**src/rtl/esr_defs.svh**
```systemverilog
// Offsets, field positions, reset values and timing counts of the speed reference ramp
`ifndef ESR_DEFS_SVH
`define ESR_DEFS_SVH

`define ESR_CLK_HZ        20000000
`define ESR_TICK_US       1000
`define ESR_TICK_CYCLES   ((`ESR_CLK_HZ / 1000000) * `ESR_TICK_US)

`define ESR_IDX_CTRL      4'h0
`define ESR_IDX_IDLE      4'h1
`define ESR_IDX_RATED     4'h2
`define ESR_IDX_LOW_LIM   4'h3
`define ESR_IDX_UP_LIM    4'h4
`define ESR_IDX_ACCEL     4'h5
`define ESR_IDX_DECEL     4'h6
`define ESR_IDX_RAISE_RT  4'h7
`define ESR_IDX_LOWER_RT  4'h8
`define ESR_IDX_REM_LOW   4'h9
`define ESR_IDX_REM_HIGH  4'hA
`define ESR_IDX_STATUS    4'hB
`define ESR_IDX_SETPOINT  4'hC
`define ESR_NUM_CFG       11

`define ESR_CTRL_HOLD_BIT 0

`define ESR_RST_CTRL      32'h0000_0001
`define ESR_RST_IDLE      32'h0000_0258
`define ESR_RST_RATED     32'h0000_0708
`define ESR_RST_LOW_LIM   32'h0000_0640
`define ESR_RST_UP_LIM    32'h0000_07D0
`define ESR_RST_ACCEL     32'h0000_2710
`define ESR_RST_DECEL     32'h0000_2710
`define ESR_RST_RAISE_RT  32'h0000_1000
`define ESR_RST_LOWER_RT  32'h0000_1000
`define ESR_RST_REM_LOW   32'h0000_0640
`define ESR_RST_REM_HIGH  32'h0000_07D0

`define ESR_MASK_CTRL     32'h0000_0001
`define ESR_MASK_SPD      32'h0000_FFFF
`define ESR_MASK_RATE     32'hFFFF_FFFF

`define ESR_FAIL_UA       16'h07D0
`define ESR_SPAN_LO_UA    16'h0FA0
`define ESR_SPAN_HI_UA    16'h4E20
`define ESR_SPAN_UA       16'h3E80

`endif

```
**src/rtl/esr_pkg.sv**
```systemverilog
// Types of the speed reference ramp
package esr_pkg;

	typedef enum logic [1:0] {
		ESR_ST_IDLE  = 2'b00,
		ESR_ST_ACCEL = 2'b01,
		ESR_ST_RATED = 2'b10,
		ESR_ST_DECEL = 2'b11
	} esr_mode_t;

	typedef enum logic [1:0] {
		ESR_JOB_ACCEL  = 2'b00,
		ESR_JOB_DECEL  = 2'b01,
		ESR_JOB_REMOTE = 2'b10
	} esr_job_t;

	typedef struct packed {
		logic        cyc;
		logic        stb;
		logic        we;
		logic [7:0]  adr;
		logic [3:0]  sel;
		logic [31:0] dat;
	} esr_wb_req_t;

	typedef struct packed {
		logic        ack;
		logic [31:0] dat;
	} esr_wb_rsp_t;

	typedef struct packed {
		logic        raise;
		logic        lower;
		logic        rated_sel;
		logic [15:0] remote_ua;
	} esr_contacts_t;

	typedef struct packed {
		logic [10:0][31:0] cfg;
		logic              ack;
		logic [31:0]       rdata;
		logic [15:0]       tick_cnt;
		esr_mode_t         mode;
		logic [31:0]       sp;
		logic              in_failed;
		logic              rem_alarm;
		logic [31:0]       accel_step;
		logic [31:0]       decel_step;
		logic [15:0]       remote_ref;
		esr_job_t          job;
		logic [5:0]        div_cnt;
		logic [31:0]       div_dvd;
		logic [15:0]       div_dsr;
		logic [16:0]       div_rem;
		logic [31:0]       div_quo;
		logic              rem_neg;
	} esr_state_t;

endpackage

```
**src/rtl/esr_ramp.sv**
```systemverilog
// Engine speed reference ramp with Wishbone register access
//
// Decided for this implementation: the Wishbone interface to the registers and the address map.
`timescale 1ns/1ps
`include "esr_defs.svh"

module esr_ramp
	import esr_pkg::*;
#(
	parameter int TICK_CYCLES = `ESR_TICK_CYCLES
) (
	input  wire logic        clock,
	input  wire logic        rst_n,
	input  wire logic        wb_cyc_i,
	input  wire logic        wb_stb_i,
	input  wire logic        wb_we_i,
	input  wire logic [7:0]  wb_adr_i,
	input  wire logic [3:0]  wb_sel_i,
	input  wire logic [31:0] wb_dat_i,
	output logic             wb_ack_o,
	output logic [31:0]      wb_dat_o,
	input  wire logic        raise_cmd,
	input  wire logic        lower_cmd,
	input  wire logic        rated_sel,
	input  wire logic [15:0] remote_ua,
	output logic [15:0]      speed_setpoint,
	output logic             ramp_active,
	output logic             remote_fail
);

	esr_state_t    s_reg;
	esr_state_t    s_next;
	esr_wb_req_t   req;
	esr_contacts_t con;

	assign req = '{cyc: wb_cyc_i, stb: wb_stb_i, we: wb_we_i, adr: wb_adr_i,
		sel: wb_sel_i, dat: wb_dat_i};
	assign con = '{raise: raise_cmd, lower: lower_cmd, rated_sel: rated_sel,
		remote_ua: remote_ua};

	function automatic logic [31:0] cfg_reset(input int idx);
		case (idx)
			0:       cfg_reset = `ESR_RST_CTRL;
			1:       cfg_reset = `ESR_RST_IDLE;
			2:       cfg_reset = `ESR_RST_RATED;
			3:       cfg_reset = `ESR_RST_LOW_LIM;
			4:       cfg_reset = `ESR_RST_UP_LIM;
			5:       cfg_reset = `ESR_RST_ACCEL;
			6:       cfg_reset = `ESR_RST_DECEL;
			7:       cfg_reset = `ESR_RST_RAISE_RT;
			8:       cfg_reset = `ESR_RST_LOWER_RT;
			9:       cfg_reset = `ESR_RST_REM_LOW;
			default: cfg_reset = `ESR_RST_REM_HIGH;
		endcase
	endfunction

	function automatic logic [31:0] cfg_mask(input logic [3:0] idx);
		if (idx == `ESR_IDX_CTRL) begin
			cfg_mask = `ESR_MASK_CTRL;
		end else if (idx == `ESR_IDX_RAISE_RT || idx == `ESR_IDX_LOWER_RT) begin
			cfg_mask = `ESR_MASK_RATE;
		end else begin
			cfg_mask = `ESR_MASK_SPD;
		end
	endfunction

	// Move cur toward tgt by at most step; a jump that would pass tgt lands on it
	function automatic logic [31:0] step_to(input logic [31:0] cur,
		input logic [31:0] tgt, input logic [31:0] step);
		logic [32:0] up;
		logic [32:0] dn;
		up = {1'b0, cur} + {1'b0, step};
		dn = {1'b0, cur} - {1'b0, step};
		if (cur < tgt) begin
			step_to = (up >= {1'b0, tgt}) ? tgt : up[31:0];
		end else if (cur > tgt) begin
			step_to = (dn[32] || dn[31:0] <= tgt) ? tgt : dn[31:0];
		end else begin
			step_to = cur;
		end
	endfunction

	function automatic logic [31:0] to_fx(input logic [31:0] rpm);
		to_fx = {rpm[15:0], 16'h0000};
	endfunction

	logic [3:0]  widx;
	logic [31:0] idle_fx;
	logic [31:0] rated_fx;
	logic [31:0] low_fx;
	logic [31:0] up_fx;
	logic [31:0] rem_fx;
	logic [15:0] cal_low;
	logic [15:0] cal_high;
	logic [15:0] cal_diff;
	logic [15:0] span_in;
	logic        remote_sel;
	logic        remote_ok;
	logic        tick;
	logic        hold_on_loss;

	assign widx         = req.adr[5:2];
	assign cal_low      = s_reg.cfg[`ESR_IDX_REM_LOW][15:0];
	assign cal_high     = s_reg.cfg[`ESR_IDX_REM_HIGH][15:0];
	assign idle_fx      = to_fx(s_reg.cfg[`ESR_IDX_IDLE]);
	assign rated_fx     = to_fx(s_reg.cfg[`ESR_IDX_RATED]);
	assign low_fx       = to_fx(s_reg.cfg[`ESR_IDX_LOW_LIM]);
	assign up_fx        = to_fx(s_reg.cfg[`ESR_IDX_UP_LIM]);
	assign hold_on_loss = s_reg.cfg[`ESR_IDX_CTRL][`ESR_CTRL_HOLD_BIT];
	assign remote_sel   = con.raise & con.lower;
	assign remote_ok    = remote_sel & ~s_reg.in_failed;
	assign tick         = (s_reg.tick_cnt == 16'(TICK_CYCLES - 1));
	assign cal_diff     = (cal_high >= cal_low) ? cal_high - cal_low : cal_low - cal_high;
	// Readings outside the span sit at the nearer calibration end
	assign span_in      = (con.remote_ua < `ESR_SPAN_LO_UA) ? 16'h0000 :
		(con.remote_ua > `ESR_SPAN_HI_UA) ? `ESR_SPAN_UA : con.remote_ua - `ESR_SPAN_LO_UA;

	always_comb begin
		rem_fx = to_fx({16'h0000, s_reg.remote_ref});
		if (rem_fx > up_fx) begin
			rem_fx = up_fx;
		end
		if (rem_fx < low_fx) begin
			rem_fx = low_fx;
		end
	end

	always_comb begin
		logic [31:0] wval;
		logic [31:0] delta;
		logic [16:0] r;
		s_next = s_reg;
		wval   = 32'h0000_0000;
		delta  = 32'h0000_0000;
		r      = 17'h0_0000;

		// Wishbone slave: one wait state, ack held for one cycle only
		s_next.ack = req.cyc & req.stb & ~s_reg.ack;
		if (req.cyc && req.stb && !s_reg.ack) begin
			if (req.we && widx < 4'(`ESR_NUM_CFG)) begin
				wval = s_reg.cfg[widx];
				for (int b = 0; b < 4; b++) begin
					if (req.sel[b]) begin
						wval[b*8 +: 8] = req.dat[b*8 +: 8];
					end
				end
				s_next.cfg[widx] = wval & cfg_mask(widx);
			end
			unique case (widx)
				`ESR_IDX_STATUS: begin
					s_next.rdata = {26'h0, s_reg.rem_alarm, s_reg.in_failed, remote_sel,
						(s_reg.mode != ESR_ST_IDLE && s_reg.mode != ESR_ST_RATED),
						s_reg.mode};
				end
				`ESR_IDX_SETPOINT: begin
					s_next.rdata = s_reg.sp;
				end
				default: begin
					s_next.rdata = (widx < 4'(`ESR_NUM_CFG)) ? s_reg.cfg[widx] : 32'h0000_0000;
				end
			endcase
		end

		s_next.tick_cnt = tick ? 16'h0000 : s_reg.tick_cnt + 16'h0001;
		s_next.in_failed = (con.remote_ua < `ESR_FAIL_UA);
		// alarm when remote lost and not held
		s_next.rem_alarm = remote_sel & s_reg.in_failed & ~hold_on_loss;

		// Shared serial divider cycles through ramp steps and remote scaling,
		// trading a few microseconds of latency for a single divider
		// Limitation: a calibration or input change reaches the remote
		// reference up to a round and a third later, so hosts let that much pass
		if (s_reg.div_cnt == 6'd0) begin
			unique case (s_reg.job)
				ESR_JOB_ACCEL:  s_next.accel_step = s_reg.div_quo;
				ESR_JOB_DECEL:  s_next.decel_step = s_reg.div_quo;
				ESR_JOB_REMOTE: begin
					s_next.remote_ref = s_reg.rem_neg ? cal_low - s_reg.div_quo[15:0]
						: cal_low + s_reg.div_quo[15:0];
				end
				default: s_next.remote_ref = s_reg.remote_ref;
			endcase
			delta = s_reg.cfg[`ESR_IDX_RATED] - s_reg.cfg[`ESR_IDX_IDLE];
			s_next.div_rem = 17'h0_0000;
			s_next.div_quo = 32'h0000_0000;
			s_next.div_cnt = 6'd32;
			unique case (s_reg.job)
				ESR_JOB_ACCEL: begin
					// decel step from span and time
					s_next.job     = ESR_JOB_DECEL;
					s_next.div_dvd = {delta[15:0], 16'h0000};
					s_next.div_dsr = s_reg.cfg[`ESR_IDX_DECEL][15:0];
				end
				ESR_JOB_DECEL: begin
					s_next.job     = ESR_JOB_REMOTE;
					s_next.div_dvd = {16'h0000, cal_diff} * {16'h0000, span_in};
					s_next.div_dsr = `ESR_SPAN_UA;
					s_next.rem_neg = (cal_high < cal_low);
				end
				default: begin
					// accel step from span and time
					s_next.job     = ESR_JOB_ACCEL;
					s_next.div_dvd = {delta[15:0], 16'h0000};
					s_next.div_dsr = s_reg.cfg[`ESR_IDX_ACCEL][15:0];
				end
			endcase
		end else begin
			r = {s_reg.div_rem[15:0], s_reg.div_dvd[31]};
			s_next.div_dvd = {s_reg.div_dvd[30:0], 1'b0};
			s_next.div_cnt = s_reg.div_cnt - 6'd1;
			if (r >= {1'b0, s_reg.div_dsr}) begin
				s_next.div_rem = r - {1'b0, s_reg.div_dsr};
				s_next.div_quo = {s_reg.div_quo[30:0], 1'b1};
			end else begin
				s_next.div_rem = r;
				s_next.div_quo = {s_reg.div_quo[30:0], 1'b0};
			end
		end

		if (tick) begin
			unique case (s_reg.mode)
				ESR_ST_IDLE: begin
					s_next.sp = idle_fx;
					if (con.rated_sel) begin
						// remote already valid: track at raise or lower rate
						s_next.mode = remote_ok ? ESR_ST_RATED : ESR_ST_ACCEL;
					end
				end
				ESR_ST_ACCEL: begin
					if (!con.rated_sel) begin
						s_next.mode = ESR_ST_DECEL;
					end else if (remote_ok) begin
						s_next.mode = ESR_ST_RATED;
					end else if (con.raise ^ con.lower) begin
						s_next.mode = ESR_ST_RATED;
					end else begin
						s_next.sp = step_to(s_reg.sp, rated_fx, s_reg.accel_step);
						if (s_next.sp == rated_fx) begin
							s_next.mode = ESR_ST_RATED;
						end
					end
				end
				ESR_ST_RATED: begin
					if (!con.rated_sel) begin
						s_next.mode = ESR_ST_DECEL;
					end else if (remote_sel) begin
						if (remote_ok) begin
							// slew at raise or lower rate
							s_next.sp = step_to(s_reg.sp, rem_fx, (s_reg.sp < rem_fx) ?
								s_reg.cfg[`ESR_IDX_RAISE_RT] : s_reg.cfg[`ESR_IDX_LOWER_RT]);
						end else begin
							s_next.sp = s_reg.sp;
						end
					end else if (con.raise && s_reg.sp < up_fx) begin
						s_next.sp = step_to(s_reg.sp, up_fx, s_reg.cfg[`ESR_IDX_RAISE_RT]);
					end else if (con.lower && s_reg.sp > low_fx) begin
						s_next.sp = step_to(s_reg.sp, low_fx, s_reg.cfg[`ESR_IDX_LOWER_RT]);
					end
				end
				ESR_ST_DECEL: begin
					if (con.rated_sel) begin
						s_next.mode = ESR_ST_ACCEL;
					end else begin
						s_next.sp = step_to(s_reg.sp, idle_fx, s_reg.decel_step);
						if (s_next.sp == idle_fx) begin
							s_next.mode = ESR_ST_IDLE;
						end
					end
				end
			endcase
		end
	end

	always_ff @(posedge clock or negedge rst_n) begin
		if (!rst_n) begin
			for (int i = 0; i < `ESR_NUM_CFG; i++) begin
				s_reg.cfg[i] <= cfg_reset(i);
			end
			s_reg.ack        <= 1'b0;
			s_reg.rdata      <= 32'h0000_0000;
			s_reg.tick_cnt   <= 16'h0000;
			s_reg.mode       <= ESR_ST_IDLE;
			s_reg.sp         <= {`ESR_RST_IDLE << 16};
			s_reg.in_failed  <= 1'b0;
			s_reg.rem_alarm  <= 1'b0;
			s_reg.accel_step <= 32'h0000_0000;
			s_reg.decel_step <= 32'h0000_0000;
			// Reference starts at the low calibration end
			s_reg.remote_ref <= 16'(`ESR_RST_REM_LOW);
			s_reg.job        <= ESR_JOB_REMOTE;
			s_reg.div_cnt    <= 6'd0;
			s_reg.div_dvd    <= 32'h0000_0000;
			s_reg.div_dsr    <= 16'h0000;
			s_reg.div_rem    <= 17'h0_0000;
			s_reg.div_quo    <= 32'h0000_0000;
			s_reg.rem_neg    <= 1'b0;
		end else begin
			s_reg <= s_next;
		end
	end

	assign wb_ack_o       = s_reg.ack;
	assign wb_dat_o       = s_reg.rdata;
	assign speed_setpoint = s_reg.sp[31:16];
	assign ramp_active    = (s_reg.mode == ESR_ST_ACCEL) || (s_reg.mode == ESR_ST_DECEL);
	assign remote_fail    = s_reg.rem_alarm;

endmodule

```
**config.mk**
```make
export PLATFORM = sky130hd
export DESIGN_NAME = esr_ramp
export DESIGN_NICKNAME = d
export VERILOG_FILES = /design/src/rtl/esr_pkg.sv /design/src/rtl/esr_ramp.sv
export VERILOG_INCLUDE_DIRS = /design/src /design/src/rtl
export SDC_FILE = /design/constraint.sdc
export NUM_CORES = 2
export LEC_CHECK = 0
export BUFFER_PORTS_ARGS = -buffer_cell sky130_fd_sc_hd__buf_2
export CAP_MARGIN = 0
export CORE_ASPECT_RATIO = 0.9
export CORE_MARGIN = 1
export CORE_UTILIZATION = 46
export CTS_CLUSTER_DIAMETER = 200
export CTS_CLUSTER_SIZE = 16
export DETAILED_ROUTE_END_ITERATION = 12
export PLACE_DENSITY_LB_ADDON = 0.2
export SKIP_CTS_REPAIR_TIMING = 1
export SLEW_MARGIN = 20
export SYNTH_ARGS = -nofsm -noshare
export SYNTH_HDL_FRONTEND = slang
export SYNTH_SLANG_ARGS = --single-unit
```
**constraint.sdc**
```tcl
create_clock -name clock -period 37.6 [get_ports clock]
set_input_delay 11.28 -clock clock [delete_from_list [all_inputs] [get_ports clock]]
set_output_delay 11.28 -clock clock [all_outputs]
set_load 0.005 [all_outputs]
```
Word level (Yosys, flattened, before mapping) --
Index checks and enable logic that the tools add are counted.
Operators by class: reductions and logical operators 26, muxes and demuxes 83, add/sub/neg operators 19, $mul 1, magnitude comparators 31, equality and inequality tests 27, bitwise gates (word level) 11
Operator list (number):
- $mux W32 | 47
- $bwmux W352 | 1
- $gt A32 B32 Y1 | 6
- $lt A32 B32 Y1 | 6
- $add A32 B32 Y33 | 5
- $ge A33 B32 Y1 | 5
- $sub A32 B32 Y33 | 5
- $le A32 B32 Y1 | 5
- $pmux W34 S4 | 1
- $bmux W32 S4 | 1
- $demux W32 S4 | 1
- $mux W48 | 2
- $mux W8 | 12
- $pmux W48 S2 | 1
- $mux W16 | 5
- $sub A16 B16 Y16 | 5
- $eq A32 B32 Y1 | 2
- $pmux W32 S2 | 1
- $mux W38 | 1
- $and A32 B32 Y32 | 1
- $mul A16 B16 Y32 | 1
- $mux W2 | 9
- $ge A17 B16 Y1 | 1
- $add A16 B1 Y16 const B | 1
- 34 further kinds | 73
Word-level totals: output and inout bits 51, register bits after elaboration 622, bits of input ports 68, logic and storage cells 226

Logic depth before layout (Yosys ltp) --
depth after elaboration 17, mapped depth 68, depth with buffers taken out 59

Least setup slack after synthesis --
Ideal clock, no wire load.
path kind input -> register, start in remote_ua[0], end reg s_reg[97] in the netlist's numbering, path slack 17797 ps, data required time 37468 ps, path buffers 2, setup time 132 ps, cell stages on the path 33, data arrival time 19671 ps, cells stage by stage or4_1 o21ai_0 a21oi_1 or3_1 a21oi_1 nor2b_1 clkbuf_1 nor2b_1 clkbuf_1 nand2_1 fa_1 inv_1 fa_1 inv_1 fa_1 fa_1 inv_1 fa_1 fa_1 ha_1 a21o_1 a21oi_1 nor2b_1 or2_2 or3_1 nor3_1 or4_1 nand3_1 a311o_1 a21o_1 a21oi_1 xnor2_1 o21ai_0
RTL lines:
- start: declaration | RTL line esr_ramp.sv:25 | input wire logic [15:0] remote_ua,
- end signal: assignment | RTL line esr_ramp.sv:298 | s_reg <= s_next;
- end: declaration | RTL line esr_ramp.sv:31 | esr_state_t s_reg;

==> reports/summary.md <==
### Final layout
• area added between synthesis and finish: 5.57%
• net total in the final layout: 8904
• share of final-layout standard cells stronger than drive strength 1: 0.0811
• number of inserted filler cells in the final layout: 14100
• flip-flop count of the largest register, all copies and words added: 491

### STA
• hold violation total from the final report: 0
• Period minus WS final: 20.65 ns
• ratio of final minimum period to clock period: 0.549
• worst-case clock skew: 0.0447 ns
• setup repair after global routing missed its margin: false
• actual slew at the worst max-slew pin: 1.27 ns
• final count of negative-setup-slack endpoints: 0
• Max transition margin: 0.134
• highest clock frequency the design can meet: 48.4 MHz
• final sum of negative setup slack: 0 ns
• max-slew violations: 0

### Worst setup path
• most prevalent standard cell on the critical path: fa_1
• Crit Path Max Fanout: 16
• master of the slowest instance on the critical path: a21oi_1
• capture point of the worst reg-to-reg path: speed_setpoint[2]
• CP arrival: 21.17 ns
• reg-to-reg setup timing slack: 19.27 ns
• number of cells traversed by the worst register-to-register path: 57
• source of the worst register-to-register timing path: s_reg[408]
• critical path type: in2reg
• CP endpoint kind: register
• Critical Path Start Type: primary input
• Worst Path Required: 38.12 ns
• maximum cell stage delay along the critical path: 0.79 ns

### Die
• die width: 404 µm
• total die area: 147000 µm²
• area of the core: 144000 µm²
• number of top-level pins: 119
• Row Count: 132
• initial standard-cell utilization of the core: 0.464
• Die Y: 364 µm

### Placement
• GPL Wtd Cong: 1.05
• port buffer count: 114
• detailed placement HPWL: 217000 µm

### Detailed routing
• Routed met3 length: 29300 µm
• number of routed nets with antenna violations: 0
• First-pass DRT Iterations: 8
• routed length on met2: 115000 µm
• drt drc: 0
• Avg WL per Cell: 27.9 µm
• Vias per Instance: 6.32
• iteration-0 DRC count of the detailed router: 8150
• highest routed metal layer: met4
• Final Routed Wirelength: 275000 µm
• Post-Route M1 WL: 118000 µm
• detailed-route via count: 62300

### Synthesis
• Yosys top cell area share: 0.215
• main combinational cell family by area after synthesis: adder cells
• arithmetic-cell share of the synthesized area counting full adders, half adders and majority gates: 0.204
• cell types with the highest counts after synthesis: ha_1, inv_1, nand2_1, nor2_1, dfrtp_1
• cell taking the most area after synthesis: dfrtp_1
• syn avg cell area: 8.36 µm²
• cell area after technology mapping: 66900 µm²
• primary flip-flop cell chosen by synthesis mapping: dfrtp_1
• mux share of post-synthesis cell area: 0.0671
• compound-cell area share of the yosys netlist: 0.204
• fraction of the mapped netlist area in simple logic gates: 0.174
• post-synthesis cell type count: 109
• post-synthesis sequential area ratio: 0.234
• fraction of registers with async set or reset after synthesis: 1.00
• most repeated cell in the gate-level netlist after synthesis: ha_1
• XOR/XNOR share of the synthesized area: 0.0460
• EDFF count, synth: 0
• Synth Warn #: 0
• leading post-synthesis cells by cell area: dfrtp_1, ha_1, fa_1
• number of synthesized register bits: 622
• synthesized instance count: 8002

### Min path
• Worst Hold End: s_reg[93]
• instance count along the most critical hold path: 2
• hold_sp: s_reg[92]
• classification of the worst-slack hold path: reg2reg

### Clocking
• Clock Tree Root: clkbuf_16
• buffer depth of the longest clock path: 3
• CTS H-Tree Depth: 2
• clk_lat worst skew: 0.69 ns
• total number of clock tree sinks: 622
• CTS tree: done
• Reg clk slew, reported paths: 0.08 ns
• Num CTS Buffers: 44

### GRT
• vias in the first global route: 57700
• first-pass GRT wire length: 398000 µm
• global route overflow: 0
• pin count of the biggest net entering global routing: 164
• initial antenna violation count: 4
• combined global-route utilization of all metal layers: 0.365

### Flow run
• total of max-cap violations: 0

### Outcome
• status: finished, final reports clean

-- critical path, delay by kind of cell --
family	cells	cell delay [ns]
XOR/XNOR	1	0.13
adder cells (fa/ha/maj)	7	3.40
AO/OA/AOI/OAI	9	2.21
buffers and inverters	4	0.29
AND/OR/NAND/NOR	11	3.85
-- per-stage QoR --
| stage | setup WS (ns) | util | std cells | cell area [µm²] | hold WS, ns |
|---|---|---|---|---|---|
| global placement | 16.51 | 0.481 | 9764 | 69200 | 0.430 |
| global route | 16.46 | 0.490 | 9847 | 70600 | 0.473 |
| detailed placement | 16.38 | 0.481 | 9764 | 69200 | 0.436 |
| finish | 16.95 | 0.490 | 9849 | 70600 | 0.445 |
| floorplan | 17.80 | - | 8016 | 66900 | 0.414 |
| CTS | 17.06 | 0.490 | 9846 | 70500 | 0.452 |
-- worst max path at each step --
stage | to | from | slack, ns
finish | s_reg[97] | remote_ua[0] | 16.95
global route | s_reg[97] | remote_ua[0] | 16.46
CTS | s_reg[97] | remote_ua[0] | 17.06
detailed placement | s_reg[97] | remote_ua[0] | 16.38
global placement | s_reg[97] | remote_ua[0] | 16.51
floorplan | s_reg[97] | remote_ua[0] | 17.80
-- cells by family after synthesis --
logic type | count (synthesis)
DFF | 622
other | 2
AOI/OAI and AO/OA | 2088
adders and majority gates | 968
xor gates and xnor gates | 351
and+or+nand+nor | 2422
muxes | 354
buffers and inverters | 1195
-- layout by cell type (no fill, tap or decap), drive strengths merged, types with 22 or more instances in the layout --
cell     Yosys  final
ha         760    760
inv        739    740
nand2      711    711
nor2       639    639
dfrtp      575    575
a21oi      514    514
o21ai      505    505
xnor2      265    265
buf        123    257
fa         208    208
a21o       179    179
mux2i      177    177
nor3       165    165
and2       164    164
nor2b      163    163
nand3      137    137
mux2       113    113
o31ai      101    101
nand4       86     86
xor2        86     86
a211oi      84     84
nand2b      83     83
clkbuf     328     79
o21bai      72     72
o22ai       70     70
o21a        67     67
mux4        64     64
a31oi       62     62
nor4        54     54
or3         52     52
o211ai      47     47
dfstp       47     47
a2111oi     46     46
a221oi      44     44
and3        34     34
or2         31     31
a21boi      29     29
a211o       26     26
o221ai      22     22
-- final cells by class --
type	instances	area [µm²]	area share
antenna	2	5.00	0.0000709
sequential	622	15600	0.221
tap	1943	2430	0.0344
clock buffer	79	1240	0.0176
timing repair buffer	257	1700	0.0241
clock inverter	3	66.3	0.000939
multi-input combinational	6199	46700	0.662
inverter	744	2790	0.0396
-- routing by layer --
layer	GRT usage	vias to the layer above
li1	-	27800
met1	0.517	30900
met2	0.534	3110
met3	0.0851	484
met4	0.143	0
met5	0	-
Power is not shown: default switching activity piles up to over one toggle a cycle in this logic, so the estimate is an artifact.
